$ cat src/osc_pmc_pkg.sv
// Purpose: Shared constants for the oscillator and power-mode controller
// Assumes: APB register access, 32-bit data, one word per register
// Notes:   Offsets chosen for this block; see hand-over

package osc_pmc_pkg;
   // Register byte offsets
   localparam logic [7:0] OFS_OSC_MODE   = 8'h00;
   localparam logic [7:0] OFS_IRQ_CTRL   = 8'h04;
   localparam logic [7:0] OFS_IRQ_FLAGS  = 8'h08;
   localparam logic [7:0] OFS_CONFIG     = 8'h0c;
   localparam logic [7:0] OFS_STATUS     = 8'h10;
   // oscillator_mode_control fields
   localparam int FLD_SEL_FAST = 0;
   localparam int FLD_STOP_FAST = 1;
   localparam int FLD_MODE_LO = 2;
   localparam int FLD_CMP_STATE = 4;
   // irq control / flag fields
   localparam int FLD_GIE = 0;
   localparam int FLD_LVD = 1;
   localparam int FLD_CMP = 2;
   localparam int FLD_ADC = 3;
   // config fields
   localparam int FLD_HRC_LO = 0;
   localparam int FLD_DIV4 = 3;
   localparam int FLD_START_FAST = 4;
   localparam int FLD_XTAL = 5;
   // Power mode field encodings
   localparam logic [1:0] PMODE_RUN     = 2'h0;
   localparam logic [1:0] PMODE_HALT    = 2'h1;
   localparam logic [1:0] PMODE_STANDBY = 2'h2;
   // Reset values
   localparam logic [7:0] RST_OSC_MODE  = 8'h01;
   localparam logic [7:0] RST_CONFIG    = 8'h10;
   // Fast RC choices in MHz, code 0..5
   localparam int FAST_RC_MHZ [6] = '{1, 2, 4, 8, 16, 20};
   localparam int SLOW_RC_HZ = 32768;
   // Wake-up stable times in system clock cycles
   localparam int WAKE_XTAL_CYC = 512;
   localparam int WAKE_RC_CYC   = 16;
   localparam logic [10:0] IRQ_VECTOR = 11'h008;
   localparam logic [31:0] RD_ZERO = 32'h0000_0000;
endpackage : osc_pmc_pkg

$ cat src/osc_pmc_div.sv
// Purpose: Instruction clock enable, system clock divided by 2 or 4
// Assumes: Runs on the system clock domain
// Notes:   Produces a one-cycle strobe, not a derived clock

`timescale 1ns/1ps
`default_nettype none

module osc_pmc_div (
   input  wire logic i_clk,
   input  wire logic i_rst_b,
   input  wire logic i_ce,
   input  wire logic i_run,
   input  wire logic i_div4,
   output logic      o_tick
);
   logic [1:0] cnt_q;

   // Counter wraps at 1 or 3; stops when execution stops
   always_ff @(posedge i_clk or negedge i_rst_b) begin
      if (!i_rst_b) begin
         cnt_q <= 2'h0;
      end else if (i_ce) begin
         if (!i_run || cnt_q == (i_div4 ? 2'h3 : 2'h1)) cnt_q <= 2'h0;
         else cnt_q <= cnt_q + 2'h1;
      end
   end

   assign o_tick = i_run && (cnt_q == (i_div4 ? 2'h3 : 2'h1));
endmodule : osc_pmc_div

`default_nettype wire

$ cat src/osc_pmc.sv
// Purpose: Oscillator select and power-mode sequencer with three irq sources
// Assumes: Core signals are synchronous; event pins are asynchronous
// Notes:   Oscillators are modelled by enable outputs only
//
// Summary of operation
// - Low voltage sets flag; service needs enables
// - Comparator change raises irq when enabled
// - Reading mode register clears comparator difference
// - Conversion done raises irq when enabled
// - Fast RC frequency chosen by configuration
// - Slow clock is 32768 Hz RC
// - Bit 0 picks fast or slow clock
// - Instruction clock is system clock /2 or /4
// - Startup bit picks normal or slow
// - Mode field 10 enters standby
// - Sleep or 01 enters halt, sets status
// - Stop bit halts fast oscillator
// - Fast oscillator stopped automatically only in halt
// - Standby stops execution, keeps timers, slow RC
// - Standby wakes on timer, watchdog, change, pin
// - Wake resumes in mode of select bit
// - Halt disables both oscillators and peripherals
// - Halt wakes on watchdog, change, pin only
// - Halt wake waits 512 or 16 cycles
// - Standby wake needs no wait
// - Wake vectors to 0x008 when irqs enabled
// - Stop bit and halt in one write accepted

`timescale 1ns/1ps
`default_nettype none

module osc_pmc
   import osc_pmc_pkg::*;
#(
   parameter int WAKE_XTAL = WAKE_XTAL_CYC,
   parameter int WAKE_RC   = WAKE_RC_CYC
) (
   input  wire logic        I_SYS_CLK,
   input  wire logic        I_RST_B,
   input  wire logic        I_CE,
   input  wire logic        I_PSEL,
   input  wire logic        I_PENABLE,
   input  wire logic        I_PWRITE,
   input  wire logic [7:0]  I_PADDR,
   input  wire logic [31:0] I_PWDATA,
   output logic [31:0]      O_PRDATA,
   output logic             O_PREADY,
   output logic             O_PSLVERR,
   input  wire logic        I_LOW_VOLTAGE,
   input  wire logic        I_CMP_OUT,
   input  wire logic        I_ADC_EOC,
   input  wire logic        I_SLEEP_INSTR,
   input  wire logic        I_INSTR_DONE,
   input  wire logic        I_TIMER_WAKE,
   input  wire logic        I_WDT_WAKE,
   input  wire logic        I_PORT_CHANGE,
   input  wire logic        I_EXT_PIN,
   output logic             O_FAST_OSC_EN,
   output logic             O_SLOW_OSC_EN,
   output logic             O_SYS_CLK_FAST,
   output logic [2:0]       O_FAST_RC_CODE,
   output logic             O_INSTR_TICK,
   output logic             O_EXEC_RUN,
   output logic             O_PERIPH_EN,
   output logic             O_TIMERS_EN,
   output logic             O_IRQ_REQ,
   output logic             O_VECTOR_JUMP,
   output logic [10:0]      O_VECTOR_ADDR,
   output logic             O_WDT_CLEAR,
   output logic             O_POWER_DOWN_STATUS,
   output logic             O_TIMEOUT_STATUS
);

   typedef enum logic [1:0] {ST_RUN, ST_STANDBY, ST_HALT, ST_WAKE} pstate_e;

   ////////////////////////////////////////////////////////////////////////
   // Input synchronisers for asynchronous pins
   logic [5:0] meta_q;
   logic [5:0] sync_q;
   logic       lvd_s, cmp_s, eoc_s, tmr_s, wdt_s, chg_s, pin_s;

   always_ff @(posedge I_SYS_CLK or negedge I_RST_B) begin
      if (!I_RST_B) begin
         meta_q <= 6'h00;
         sync_q <= 6'h00;
      end else if (I_CE) begin
         meta_q <= {I_LOW_VOLTAGE, I_CMP_OUT, I_ADC_EOC, I_WDT_WAKE, I_PORT_CHANGE, I_EXT_PIN};
         sync_q <= meta_q;
      end
   end
   assign {lvd_s, cmp_s, eoc_s, wdt_s, chg_s, pin_s} = sync_q;
   assign tmr_s = I_TIMER_WAKE; // Timers share this clock

   ////////////////////////////////////////////////////////////////////////
   // APB decode
   logic wr_en, rd_en, hit;
   function automatic logic is_reg(input logic [7:0] a, input logic [7:0] ofs);
      is_reg = (a == ofs);
   endfunction
   assign wr_en = I_PSEL && I_PENABLE && I_PWRITE && I_CE;
   assign rd_en = I_PSEL && I_PENABLE && !I_PWRITE && I_CE;
   assign hit = is_reg(I_PADDR, OFS_OSC_MODE) || is_reg(I_PADDR, OFS_IRQ_CTRL) ||
                is_reg(I_PADDR, OFS_IRQ_FLAGS) || is_reg(I_PADDR, OFS_CONFIG) ||
                is_reg(I_PADDR, OFS_STATUS);
   assign O_PREADY = 1'b1;
   assign O_PSLVERR = I_PSEL && I_PENABLE && !hit;

   ////////////////////////////////////////////////////////////////////////
   // Registers
   logic       sel_fast_q, stop_fast_q;
   logic [1:0] pend_mode_q;
   logic [3:0] irq_en_q;            // gie, lvd, cmp, adc enables
   logic [7:0] cfg_q;
   logic       cfg_started_q;
   pstate_e    st_q;
   logic       in_sleep;

   // Clock select and stop bit; stop only by explicit write
   always_ff @(posedge I_SYS_CLK or negedge I_RST_B) begin
      if (!I_RST_B) begin
         sel_fast_q  <= RST_OSC_MODE[FLD_SEL_FAST];
         stop_fast_q <= RST_OSC_MODE[FLD_STOP_FAST];
      end else if (I_CE) begin
         if (!cfg_started_q) sel_fast_q <= cfg_q[FLD_START_FAST];
         else if (wr_en && is_reg(I_PADDR, OFS_OSC_MODE)) begin
            sel_fast_q  <= I_PWDATA[FLD_SEL_FAST];
            stop_fast_q <= I_PWDATA[FLD_STOP_FAST];
         end
      end
   end

   // Configuration word, writable at any time; startup bit applied on first enabled cycle
   always_ff @(posedge I_SYS_CLK or negedge I_RST_B) begin
      if (!I_RST_B) begin
         cfg_q <= RST_CONFIG;
         cfg_started_q <= 1'b0;
      end else if (I_CE) begin
         cfg_started_q <= 1'b1;
         if (wr_en && is_reg(I_PADDR, OFS_CONFIG)) cfg_q <= I_PWDATA[7:0];
      end
   end

   // Interrupt enables; the core owns clearing the global enable when it vectors
   always_ff @(posedge I_SYS_CLK or negedge I_RST_B) begin
      if (!I_RST_B) irq_en_q <= 4'h0;
      else if (I_CE) begin
         if (wr_en && is_reg(I_PADDR, OFS_IRQ_CTRL)) irq_en_q <= I_PWDATA[3:0];
      end
   end

   ////////////////////////////////////////////////////////////////////////
   // Interrupt flags; set wins over software clear
   logic [3:1] flag_q;
   logic       lvd_prev_q, cmp_ref_q, eoc_prev_q;
   logic       cmp_diff, lvd_ev, eoc_ev;
   logic [3:1] set_v, clr_v;
   logic       osc_rd;

   assign osc_rd = rd_en && is_reg(I_PADDR, OFS_OSC_MODE);
   assign lvd_ev = lvd_s && !lvd_prev_q;
   assign cmp_diff = cmp_s != cmp_ref_q;
   assign eoc_ev = eoc_s && !eoc_prev_q;
   assign set_v = {eoc_ev, cmp_diff, lvd_ev};
   assign clr_v = (wr_en && is_reg(I_PADDR, OFS_IRQ_FLAGS)) ? ~I_PWDATA[3:1] : 3'h0;

   always_ff @(posedge I_SYS_CLK or negedge I_RST_B) begin
      if (!I_RST_B) begin
         lvd_prev_q <= 1'b0;
         eoc_prev_q <= 1'b0;
      end else if (I_CE) begin
         lvd_prev_q <= lvd_s;
         eoc_prev_q <= eoc_s;
      end
   end

   // Comparator reference only refreshed by a read, so difference stays
   always_ff @(posedge I_SYS_CLK or negedge I_RST_B) begin
      if (!I_RST_B) cmp_ref_q <= 1'b0;
      else if (I_CE && osc_rd) cmp_ref_q <= cmp_s;
   end

   genvar gi;
   generate
      for (gi = 1; gi <= 3; gi++) begin : g_flag
         always_ff @(posedge I_SYS_CLK or negedge I_RST_B) begin
            if (!I_RST_B) flag_q[gi] <= 1'b0;
            else if (I_CE) begin
               if (set_v[gi]) flag_q[gi] <= 1'b1;
               else if (clr_v[gi]) flag_q[gi] <= 1'b0;
            end
         end
      end
   endgenerate

   // Service only with source and global enables
   assign O_IRQ_REQ = irq_en_q[FLD_GIE] && |(flag_q & irq_en_q[3:1]) && !in_sleep;

   ////////////////////////////////////////////////////////////////////////
   // Power mode sequencer
   logic [9:0] wake_cnt_q;
   logic       gie_at_sleep_q, vec_q, wdt_clr_q, pd_q, to_q;
   logic       sb_wake, halt_wake, halt_req;
   logic [9:0] wake_len;

   // Mode field held pending until instruction completes
   always_ff @(posedge I_SYS_CLK or negedge I_RST_B) begin
      if (!I_RST_B) pend_mode_q <= PMODE_RUN;
      else if (I_CE) begin
         if (wr_en && is_reg(I_PADDR, OFS_OSC_MODE)) pend_mode_q <= I_PWDATA[FLD_MODE_LO +: 2];
         else if (I_INSTR_DONE && st_q == ST_RUN) pend_mode_q <= PMODE_RUN;
      end
   end

   assign halt_req = I_SLEEP_INSTR || (I_INSTR_DONE && pend_mode_q == PMODE_HALT);
   assign sb_wake = tmr_s || wdt_s || chg_s || pin_s;
   assign halt_wake = wdt_s || chg_s || pin_s;
   assign wake_len = cfg_q[FLD_XTAL] ? 10'(WAKE_XTAL - 1) : 10'(WAKE_RC - 1);
   assign in_sleep = (st_q == ST_STANDBY) || (st_q == ST_HALT);

   always_ff @(posedge I_SYS_CLK or negedge I_RST_B) begin
      if (!I_RST_B) begin
         st_q <= ST_RUN;
         wake_cnt_q <= 10'h000;
      end else if (I_CE) begin
         case (st_q)
            ST_RUN: begin
               if (halt_req) st_q <= ST_HALT;
               else if (I_INSTR_DONE && pend_mode_q == PMODE_STANDBY) st_q <= ST_STANDBY;
            end
            ST_STANDBY: if (sb_wake) st_q <= ST_RUN;
            ST_HALT: begin
               if (halt_wake) begin
                  st_q <= ST_WAKE;
                  wake_cnt_q <= wake_len;
               end
            end
            ST_WAKE: begin
               if (wake_cnt_q == 10'h000) st_q <= ST_RUN;
               else wake_cnt_q <= wake_cnt_q - 10'h001;
            end
            default: st_q <= ST_RUN;
         endcase
      end
   end

   // Status bits and watchdog clear on halt entry
   always_ff @(posedge I_SYS_CLK or negedge I_RST_B) begin
      if (!I_RST_B) begin
         pd_q <= 1'b1;
         to_q <= 1'b1;
         wdt_clr_q <= 1'b0;
      end else if (I_CE) begin
         wdt_clr_q <= 1'b0;
         if (st_q == ST_RUN && halt_req) begin
            pd_q <= 1'b0;
            to_q <= 1'b1;
            wdt_clr_q <= 1'b1;
         end
      end
   end

   // Remember global enable at entry; vector on wake
   always_ff @(posedge I_SYS_CLK or negedge I_RST_B) begin
      if (!I_RST_B) begin
         gie_at_sleep_q <= 1'b0;
         vec_q <= 1'b0;
      end else if (I_CE) begin
         vec_q <= 1'b0;
         if (st_q == ST_RUN && (halt_req || (I_INSTR_DONE && pend_mode_q == PMODE_STANDBY)))
            gie_at_sleep_q <= irq_en_q[FLD_GIE];
         if ((st_q == ST_STANDBY && sb_wake) || (st_q == ST_WAKE && wake_cnt_q == 10'h000))
            vec_q <= gie_at_sleep_q;
      end
   end

   ////////////////////////////////////////////////////////////////////////
   // Clock and gating outputs
   assign O_SYS_CLK_FAST = sel_fast_q;
   // Fast oscillator restarts during the wake count, or a fast system clock could never finish it
   assign O_FAST_OSC_EN = !stop_fast_q && st_q != ST_HALT;
   assign O_SLOW_OSC_EN = st_q != ST_HALT;
   assign O_FAST_RC_CODE = cfg_q[FLD_HRC_LO +: 3] > 3'h5 ? 3'h5 : cfg_q[FLD_HRC_LO +: 3];
   assign O_EXEC_RUN = st_q == ST_RUN;
   assign O_PERIPH_EN = st_q == ST_RUN;
   assign O_TIMERS_EN = st_q == ST_RUN || st_q == ST_STANDBY;
   assign O_VECTOR_JUMP = vec_q;
   assign O_VECTOR_ADDR = IRQ_VECTOR;
   assign O_WDT_CLEAR = wdt_clr_q;
   assign O_POWER_DOWN_STATUS = pd_q;
   assign O_TIMEOUT_STATUS = to_q;

   osc_pmc_div osc_pmc_div_inst (
      .i_clk   (I_SYS_CLK),
      .i_rst_b (I_RST_B),
      .i_ce    (I_CE),
      .i_run   (O_EXEC_RUN),
      .i_div4  (cfg_q[FLD_DIV4]),
      .o_tick  (O_INSTR_TICK)
   );

   ////////////////////////////////////////////////////////////////////////
   // Read mux
   always_comb begin
      O_PRDATA = RD_ZERO;
      if (is_reg(I_PADDR, OFS_OSC_MODE))
         O_PRDATA[7:0] = {3'h0, cmp_s, pend_mode_q, stop_fast_q, sel_fast_q};
      else if (is_reg(I_PADDR, OFS_IRQ_CTRL)) O_PRDATA[3:0] = irq_en_q;
      else if (is_reg(I_PADDR, OFS_IRQ_FLAGS)) O_PRDATA[3:0] = {flag_q, 1'b0};
      else if (is_reg(I_PADDR, OFS_CONFIG)) O_PRDATA[7:0] = cfg_q;
      else if (is_reg(I_PADDR, OFS_STATUS)) O_PRDATA[3:0] = {to_q, pd_q, st_q};
   end

   ////////////////////////////////////////////////////////////////////////
   // Assertions
   property p_halt_osc_off;
      @(posedge I_SYS_CLK) disable iff (!I_RST_B) st_q == ST_HALT |-> !O_FAST_OSC_EN && !O_SLOW_OSC_EN;
   endproperty
   a_halt_osc_off: assert property (p_halt_osc_off) else $error("osc on in halt");

   property p_irq_gate;
      @(posedge I_SYS_CLK) disable iff (!I_RST_B) O_IRQ_REQ |-> irq_en_q[FLD_GIE];
   endproperty
   a_irq_gate: assert property (p_irq_gate) else $error("irq without global enable");

   property p_halt_entry;
      @(posedge I_SYS_CLK) disable iff (!I_RST_B)
         I_CE && st_q == ST_RUN && halt_req |=> !pd_q && to_q && wdt_clr_q && st_q == ST_HALT;
   endproperty
   a_halt_entry: assert property (p_halt_entry) else $error("halt entry status wrong");

   property p_standby_no_wait;
      @(posedge I_SYS_CLK) disable iff (!I_RST_B) I_CE && st_q == ST_STANDBY && sb_wake |=> st_q == ST_RUN;
   endproperty
   a_standby_no_wait: assert property (p_standby_no_wait) else $error("standby wake delayed");

   property p_halt_wake_src;
      @(posedge I_SYS_CLK) disable iff (!I_RST_B) st_q == ST_HALT && $past(st_q) == ST_HALT && tmr_s && !halt_wake |=> st_q == ST_HALT;
   endproperty
   a_halt_wake_src: assert property (p_halt_wake_src) else $error("timer woke halt");

   property p_stop_only_bit;
      @(posedge I_SYS_CLK) disable iff (!I_RST_B) st_q == ST_STANDBY && !stop_fast_q |-> O_FAST_OSC_EN;
   endproperty
   a_stop_only_bit: assert property (p_stop_only_bit) else $error("fast osc stopped automatically");

   property p_rc_wake;
      @(posedge I_SYS_CLK) disable iff (!I_RST_B)
         I_CE && st_q == ST_HALT && halt_wake && !cfg_q[FLD_XTAL] && WAKE_RC == 16 |=> ##16 st_q == ST_RUN;
   endproperty
   a_rc_wake: assert property (p_rc_wake) else $error("rc wake time wrong");

   property p_cmp_sticky;
      @(posedge I_SYS_CLK) disable iff (!I_RST_B) I_CE && cmp_diff |=> flag_q[FLD_CMP];
   endproperty
   a_cmp_sticky: assert property (p_cmp_sticky) else $error("comparator flag lost");
endmodule : osc_pmc

`default_nettype wire

$ cat config.mk
export PLATFORM = sky130hd
export DESIGN_NAME = osc_pmc
export DESIGN_NICKNAME = d
export VERILOG_FILES = /design/src/osc_pmc_pkg.sv /design/src/osc_pmc_div.sv /design/src/osc_pmc.sv
export SDC_FILE = /design/constraint.sdc
export NUM_CORES = 1
export LEC_CHECK = 0
export ABC_AREA = 1
export BUFFER_PORTS_ARGS = -buffer_cell sky130_fd_sc_hd__buf_2
export CAP_MARGIN = 30
export CORE_ASPECT_RATIO = 1.5
export CORE_MARGIN = 2
export CORE_UTILIZATION = 54
export DETAILED_ROUTE_END_ITERATION = 8
export PLACE_DENSITY = 0.9
export SYNTH_ARGS = -nofsm -noshare
export SYNTH_HDL_FRONTEND = slang
export SYNTH_SLANG_ARGS = --single-unit
$ cat constraint.sdc
create_clock -name I_SYS_CLK -period 4.2 [get_ports I_SYS_CLK]
set_input_delay 0.84 -clock I_SYS_CLK [delete_from_list [all_inputs] [get_ports I_SYS_CLK]]
set_output_delay 0.84 -clock I_SYS_CLK [all_outputs]
set_load 0.05 [all_outputs]
==> results of run 1 <==
## state kept, by name, indices dropped and copies added, names as in the netlist, 2 cells and up
register                count
flag_q                      3
pend_mode_q                 2
sync_q                      6
st_q                        2
cfg_q                       8
wake_cnt_q                 10
meta_q                      6
osc_pmc_div_inst.cnt_q      2
irq_en_q                    4
## final cells by class
class / instances / area (um2) / share of cell area
multi-input combinational: 314 / 1490 / 0.427
sequential: 53 / 1330 / 0.380
timing repair buffer: 54 / 273 / 0.0780
inverter: 52 / 200 / 0.0573
tap: 72 / 90.1 / 0.0258
clock buffer: 6 / 72.6 / 0.0208
clock inverter: 2 / 38.8 / 0.0111
## placed cells by master, fill, tap and decap left out, types with 4 or more instances in the layout
master	netlist	layout
inv_1	47	47
buf_2	1	53
a21oi_1	4	4
nand3_1	23	23
nor2_1	29	29
dfrtp_1	50	50
o21ai_0	30	30
o21ai_2	7	7
clkbuf_8	0	5
nand4_1	6	6
ha_1	5	5
conb_1	2	37
a21oi_2	4	4
nand2_1	137	137
## routing by layer
layer  wire (um)  global-route usage
met1        2700               0.262
met2        3780               0.384
met3         320              0.0263
met4         159              0.0848
met5           0                   0
## worst max-delay path, delay by kind of cell
| family | cells | cell delay, ns |
|---|---|---|
| buf+inv | 4 | 0.49 |
| simple gates | 5 | 0.94 |
## worst max-delay path by stage
stage / slack, ns / endpoint / cells after the start / startpoint
6_report: 1.10 / O_PRDATA[2] / 9 / I_PADDR[6]
5_1_grt: 0.98 / O_PRDATA[3] / 9 / I_PADDR[6]
4_1_cts: 1.13 / O_PRDATA[2] / 9 / I_PADDR[6]
3_5_place_dp: 1.27 / O_PRDATA[3] / 9 / I_PADDR[6]
3_3_place_gp: 1.29 / O_PRDATA[3] / 9 / I_PADDR[6]
2_1_floorplan: 0.99 / O_PRDATA[4] / 5 / I_PADDR[1]
## cells by family after synthesis
kind of cell	Yosys count
AO/OA/AOI/OAI	55
XOR/XNOR	1
adder cells (fa/ha/maj)	5
buffers and inverters	98
flip-flops	53
other	2
AND/OR/NAND/NOR	216
## power by group
group          switching, mW  internal [mW]
registers             0.0764          0.594
logic                  0.492          0.178
clock network          0.174          0.179
total                  0.743          0.951
## stage by stage
step	cells	instance area [um2]	power, mW
floorplan	465	3360	1.24
global placement	545	3380	1.32
detailed placement	545	3380	1.35
CTS	553	3500	1.70
global route	553	3500	1.79
finish	553	3500	1.69
## cell usage after synthesis (5+ instances only)
cell     number
buf_4        39
dfrtp_1      50
ha_1          5
inv_1        47
nand2_1     137
nand3_1      23
nand4_1       6
nor2_1       29
o21ai_0      30
o21ai_2       7
==> metrics.cfg, run 1 <==
[sta]
worstMarginPinSlew_ns = 0.676
fmax_mhz = 323
setup_tns_ns = 0
hold_viol_final = 0
setup_viol = 0
final.setup.worst_slack_ns = 1.10
fin_skew_ns = 0.00428
timing.hold.ws_ns = 0.477
rsz0062_at_grt = no
drv_slew = 0
fin_crit_ns = 3.10
post-route-period-util = 0.737
slew_headroom = 0.550

[critical_path]
cp_slowest_cell = nor3_1
crit_type = input port to output port
r2r_slack_ns = 2.47
worst-r2r-cell-count = 9
r2r-start = st_q[0]$_DFFE_PN0P_
crit_chain = buf_2 -> inv_1 -> nand2_1 -> nor3_1 -> nand3_1 -> nand2_1 -> inv_1 -> nand4_1 -> buf_2
crit_arrival_ns = 2.26
r2r-end = wake_cnt_q[3]$_DFFE_PN0P_
cp.required_ns = 3.36
end_kind = output port
slowest_delay_ns = 0.47
start_kind = input port
worst-path-max-fanout = 4

[placement]
place_congestion = 0.871
dp_hpwl_um = 5200
place_ws_ns = 1.27
port_buffers = 53

[detailed_routing]
dr.pass1.iters = 4
drc_errors = 0
post_drt_via_cell_ratio = 5.01
wire_per_inst_um = 12.6
antenna_left = 0
drt_wl_total_um = 6960
vias = 2770
initialDrtViolationCount = 120

[clock_tree]
cts_setup_buffers = 0
cts_made_buffers = 5
clk-insertion-delay-late_ns = 0.31
h-tree-depth = 2
clk_pin_slew_ns = 0.10
cts_hold_buffers = 0
cts_max_path_buffers = 2
cts_tree = done
cts.repair.resized = 0
clock_sinks = 53
root_buffer = clkbuf_8

[synth]
synth_top_area_cell = dfrtp_1
synthFlopType = dfrtp_1
postSynthAreaPerCell_um2 = 7.50
synth_top_area_frac = 0.388
syn_inst = 430
synth.mux.area_fraction = 0
synth_area_um2 = 3230
synth-seq-cells = 53
yosys_warnings = 0
synth_edf_count = 0
async_reset_ff_frac = 1.00
ys_types = 36
synth_top_family_by_area = simple AND/OR/NAND/NOR gates
synth_seq_area_share = 0.412
yosys.area_share.simple = 0.294
synth-compound-area-share = 0.103
synthXorXnorAreaFrac = 0.00272
yosys.area_share.adder = 0.0194
synthTopCellsByArea = dfrtp_1 (39%), nand2_1 (16%), buf_4 (9.1%)

[cells_and_area]
drive_gt1_frac = 0.198
n_antenna_cell = 0
final_util = 0.604
nFillCells = 519
area_delta_synth_final_pct = 8.38
layout.nets = 540

[worst_hold_path]
hp-start = eoc_prev_q$_DFFE_PN0P_
hold_path_end = flag_q[3]$_DFFE_PN0P_
hold_path_class = flop to flop
hold_depth = 1

[global_routing]
grt_overflow = 0
antenna_found_initial = 0
grtUsageTotal = 0.217
grt_max_degree = 54
grt_pass1_vias = 2651
grt_pass1_wl_um = 11300

[power]
power_density_nw_per_um2 = 484
ir_drop_mv = 0.253
p_leak_nw = 1.91

[floorplan]
dieWidth_um = 67.1
num_io_pins = 115
die-area_um2 = 6620
core_um2 = 5790
num_rows = 34
start_util = 0.558
die_h_um = 98.7

[status]
status = completed

[job]
drv_cap = 0

(Power assumes the default switching activity.)
==> run 2: changes to the inputs <==
- CORE_UTILIZATION: 54 -> 45
- PLACE_DENSITY: 0.9 -> 0.8
- clock period: 4.2 -> 2.81 ns (I/O delays scaled with it)
==> metrics.cfg, run 2 (synthesis results as in run 1) <==
[status]
status = completed

[critical_path]
r2r_slack_ns = 1.09
end_kind = output port
crit_type = input port to output port
start_kind = input port
worst-path-max-fanout = 4
r2r-start = st_q[0]$_DFFE_PN0P_
cp.buffers_inverters = 3
critPathTopFamily = simple AND/OR/NAND/NOR gates
crit_chain = buf_2 -> inv_1 -> nand2_1 -> nor3_1 -> nand2_1 -> o21ai_0 -> nor2_1 -> nand3_1 -> buf_2
crit_start = I_PADDR[6]
cp-endpoint = O_PRDATA[3]
crit_arrival_ns = 1.84
slowest_delay_ns = 0.37
critical_path_depth = 9
cp_slowest_cell = nor3_1
r2r-end = wake_cnt_q[9]$_DFFE_PN0P_
worst-r2r-cell-count = 9
cp.required_ns = 2.25

[sta]
post-route-period-util = 0.854
fmax_mhz = 417
rsz0062_at_grt = no
fin_skew_ns = 0.0108
final.setup.worst_slack_ns = 0.410
setup_viol = 0
drv_slew = 0
hold_viol_final = 0
fin_crit_ns = 2.40
setup_tns_ns = 0

[detailed_routing]
drc_errors = 0
initialDrtViolationCount = 191
dr.pass1.iters = 5
wire_per_inst_um = 12.0
post_drt_via_cell_ratio = 4.85
drt_wl_total_um = 6690
vias = 2715
antenna_left = 0

[job]
drv_cap = 0

[power]
p_leak_nw = 1.90
share_comb_of_total_power = 0.411
power_density_nw_per_um2 = 693
p_int_mw = 1.33
swShare = 0.451
seqPwrFrac = 0.414
ir_drop_mv = 0.297
switching_power_mw = 1.09
p_clk_frac = 0.175

[global_routing]
grt_pass1_wl_um = 11400
grt_max_degree = 32
antenna_found_initial = 0
grtUsageTotal = 0.183
grt_overflow = 0
grt_pass1_vias = 2557

[placement]
dp_hpwl_um = 5190
place_ws_ns = 0.451
port_buffers = 53
place_congestion = 0.852

[cells_and_area]
layout.nets = 541
n_antenna_cell = 0
drive_gt1_frac = 0.199
regMostFlops = wake_cnt_q
final_util = 0.505
final_cell_mix = nand2_1 (137), buf_2 (53), dfrtp_1 (50)
reg.largest.list = wake_cnt_q x10, cfg_q x8
area_delta_synth_final_pct = 7.95
nFillCells = 695
regArea_um2 = 1330
final_common_cell = nand2_1
largest_reg_flops = 10
multi_input_area_um2 = 1490

[clock_tree]
cts.repair.resized = 0
clock_sinks = 53
root_buffer = clkbuf_8
cts_made_buffers = 5
clk_pin_slew_ns = 0.09
cts_max_path_buffers = 2
clk-insertion-delay-late_ns = 0.31
h-tree-depth = 2
cts_tree = done
cts_hold_buffers = 0
cts_setup_buffers = 0

[worst_hold_path]
hold_path_class = input port to async pin

[floorplan]
dieWidth_um = 73.1
start_util = 0.468
die-area_um2 = 7870
num_io_pins = 115
num_rows = 37
core_um2 = 6900
die_h_um = 108

-- run 2: layout make-up --
cell class,count,area share
well taps,78,0.0280
clock inverters,2,0.00287
flip-flops and latches,53,0.382
repair buffers,55,0.0805
inverters,52,0.0575
multi-input cells,314,0.428
clock buffers,6,0.0208
-- run 2: worst min path at each step --
stage	start	endpoint	slack [ns]	depth (start not counted)
after floorplan	I_RST_B	O_VECTOR_JUMP$_DFFE_PN0P_	0.27	0
after global placement	I_RST_B	cfg_q[7]$_DFFE_PN0P_	0.38	1
after detailed placement	I_RST_B	cfg_q[7]$_DFFE_PN0P_	0.38	1
after CTS	I_RST_B	cfg_q[7]$_DFFE_PN0P_	0.05	1
after global routing	I_RST_B	cfg_q[7]$_DFFE_PN0P_	0.05	1
final	I_RST_B	cfg_q[7]$_DFFE_PN0P_	0.05	1
-- run 2: metal layers --
layer | routed length [um] | global-route usage | part of all wire | up-vias
met5 | 0 | 0 | 0 | -
met4 | 125 | 0.0608 | 0.019 | 0
met3 | 353 | 0.0375 | 0.053 | 13
met2 | 3460 | 0.315 | 0.52 | 83
met1 | 2750 | 0.223 | 0.41 | 1251
li1 | - | - | - | 1368
-- run 2: power by group through the flow --
| stage | Sequential [mW] | Combinational, mW | Clock [mW] |
|---|---|---|---|
| global route | 1.02 | 1.11 | 0.463 |
| detailed placement | 1.01 | 0.993 | 0 |
| CTS | 0.999 | 0.995 | 0.442 |
| floorplan | 1.01 | 0.839 | 0 |
| global placement | 1.01 | 0.964 | 0 |
| finish | 1.00 | 0.991 | 0.422 |
-- run 2: through the flow --
step / hold WS, ns / std cells / instance area [um2] / power (mW)
6_report: 0.0519 / 560 / 3480 / 2.41
5_1_grt: 0.0502 / 560 / 3480 / 2.59
4_1_cts: 0.0474 / 560 / 3480 / 2.44
3_5_place_dp: 0.384 / 552 / 3400 / 2.01
3_3_place_gp: 0.384 / 552 / 3400 / 1.97
2_1_floorplan: 0.266 / 465 / 3360 / 1.85
==> run 3: changes to the inputs <==
- ABC_AREA: 1 -> 0
- CORE_MARGIN: 2 -> 10
- HOLD_SLACK_MARGIN: not set -> 0.12
- PLACE_DENSITY: 0.8 -> 0.81
==> metrics.cfg, run 3 <==
[status]
status = completed

[power]
power.total_mw = 2.39
ir_drop_mv = 0.327
p_leak_nw = 1.63
power_density_nw_per_um2 = 699

[global_routing]
grtUsageTotal = 0.132
grt_max_degree = 29
grt_pass1_vias = 2384
grt_overflow = 0
antenna_found_initial = 0
grt_pass1_wl_um = 11400

[cells_and_area]
n_antenna_cell = 0
regMostFlops = wake_cnt_q
area_delta_synth_final_pct = 11.4
final_common_cell = dfrtp_1
reg.largest.list = wake_cnt_q x10, cfg_q x8
nFillCells = 622
final_util = 0.521
layout.nets = 423
final_cell_mix = dfrtp_1 (50), buf_2 (48), conb_1 (37)
largest_reg_flops = 10
drive_gt1_frac = 0.313
final_cell_count_no_fill = 440

[detailed_routing]
antenna_left = 0
post_drt_via_cell_ratio = 5.26
dr.pass1.iters = 4
vias = 2314
drc_errors = 0
drt_wl_total_um = 7200
wire_per_inst_um = 16.4
initialDrtViolationCount = 156

[sta]
setup_viol = 0
fmax_mhz = 362
post-route-period-util = 0.983
drv_slew = 0
timing.hold.ws_ns = 0.249
worstMarginPinSlew_ns = 0.709
fin_skew_ns = 0.00865
slew_headroom = 0.523
hold_viol_final = 0
fin_crit_ns = 2.76
setup_tns_ns = 0

[synth]
synth_seq_area_share = 0.433
syn_inst = 310
synth_edf_count = 0
synth_top_area_frac = 0.407
synth-compound-area-share = 0.113
synthFlopType = dfrtp_1
yosys_warnings = 0
synth_top_family_by_area = simple AND/OR/NAND/NOR gates
yosysMostFrequentCell = dfrtp_1
ys_types = 50
synth_area_um2 = 3070
postSynthAreaPerCell_um2 = 9.92
yosys.area_share.simple = 0.172
synth-seq-cells = 53
synth.mux.area_fraction = 0.128
synth_top_area_cell = dfrtp_1
async_reset_ff_frac = 1.00
synthXorXnorAreaFrac = 0.00855
synthTopCellsByArea = dfrtp_1 (41%), mux2_2 (9.5%), buf_4 (9.3%)
synthTopCellsByCount = dfrtp_1 (50), buf_4 (38), mux2_2 (26), o21ai_0 (25), nand2_1 (23)
yosys.area_share.adder = 0.0204

[clock_tree]
clock_sinks = 53
cts_made_buffers = 5
clk_pin_slew_ns = 0.10
cts_tree = done
clk-insertion-delay-late_ns = 0.32
root_buffer = clkbuf_8
cts_setup_buffers = 0
cts_max_path_buffers = 2
h-tree-depth = 2

[critical_path]
cp.required_ns = 2.25
worst-path-max-fanout = 3
crit_type = input port to output port
crit_arrival_ns = 2.20
end_kind = output port
start_kind = input port

[floorplan]
num_rows = 36
start_util = 0.467
die-area_um2 = 10600
core_um2 = 6580
die_h_um = 121
num_io_pins = 115
dieWidth_um = 87.5

[placement]
dp_hpwl_um = 5770
numPlacedInstances = 432
place_congestion = 0.856
port_buffers = 53

[worst_hold_path]
hold_path_class = input port to async pin

[job]
drv_cap = 0

run 3: changes by cell type after synthesis, moves of 13 or more:
| cell | change |
|---|---|
| inv_1 | -33 |
| mux2_2 | +26 |
| nand2_1 | -114 |
| nand3_1 | -16 |
| nor2_1 | -13 |
run 3: what timing repair did:
item | CTS | global route
hold buffers | 0 | 0
gates resized for setup | 5 | 4
setup endpoints to repair | 5 | 5
run 3: area by class of cell:
type | instances | area (um2) | area share
multi-input cells | 229 | 1510 | 0.440
well taps | 76 | 95.1 | 0.0278
flip-flops and latches | 53 | 1330 | 0.389
clock buffers | 5 | 68.8 | 0.0201
clock inverters | 3 | 22.5 | 0.00658
inverters | 14 | 52.6 | 0.0154
repair buffers | 60 | 347 | 0.101
run 3: path summary, 6_finish.rpt:
| kind | start | end | slack [ns] | depth (start not counted) |
|---|---|---|---|---|
| setup / recovery | I_PADDR[5] | O_PRDATA[0] | 0.05 | 7 |
| max in group asynchronous | I_RST_B | O_SYS_CLK_FAST$_DFFE_PN1P_ | 1.92 | 2 |
| hold reg to reg | lvd_prev_q$_DFFE_PN0P_ | flag_q[1]$_DFFE_PN0P_ | 0.48 | 1 |
| min in group I_SYS_CLK | I_EXT_PIN | meta_q[0]$_DFFE_PN0P_ | 0.47 | 2 |
| setup reg to reg | st_q[1]$_DFFE_PN0P_ | wake_cnt_q[3]$_DFFE_PN0P_ | 0.68 | 6 |
| hold / removal | I_RST_B | osc_pmc_div_inst.cnt_q[0]$_DFFE_PN0P_ | 0.25 | 1 |
run 3: critical path: stages:
cell and delay, ns:
buf_2 0.09, or4_4 0.53, buf_4 0.16, or3_1 0.36, o21ai_0 0.21, o21ai_2 0.08, buf_4 0.19
run 3: power by group:
group	internal (mW)	switching [mW]
Combinational	0.288	0.655
Sequential	0.886	0.124
Clock	0.177	0.262
Total	1.35	1.04
run 3: logic make-up (layout without fill, tap and decap cells):
group / count (synthesis) / in the layout
other: 2 / 37
XOR/XNOR: 3 / 3
buffers and inverters: 63 / 82
adder cells (fa/ha/maj): 5 / 5
multiplexers: 33 / 33
AO/OA/AOI/OAI: 57 / 57
flip-flops: 53 / 53
AND/OR/NAND/NOR: 94 / 94
run 3: metal layers:
| layer | vias to the layer above | wire [um] | part of all wire | GRT usage |
|---|---|---|---|---|
| met5 | - | 0 | 0 | 0 |
| met4 | 0 | 137 | 0.019 | 0.0510 |
| met3 | 13 | 636 | 0.088 | 0.0383 |
| met2 | 87 | 3840 | 0.53 | 0.240 |
| met1 | 1099 | 2590 | 0.36 | 0.136 |
| li1 | 1115 | - | - | - |
run 3: per-stage QoR:
stage	setup slack, ns	instance area [um2]
6_report	0.0484	3420
5_1_grt	-0.00397	3420
4_1_cts	0.0136	3410
3_5_place_dp	-0.0319	3310
3_3_place_gp	-0.0297	3310
2_1_floorplan	0.0436	3210
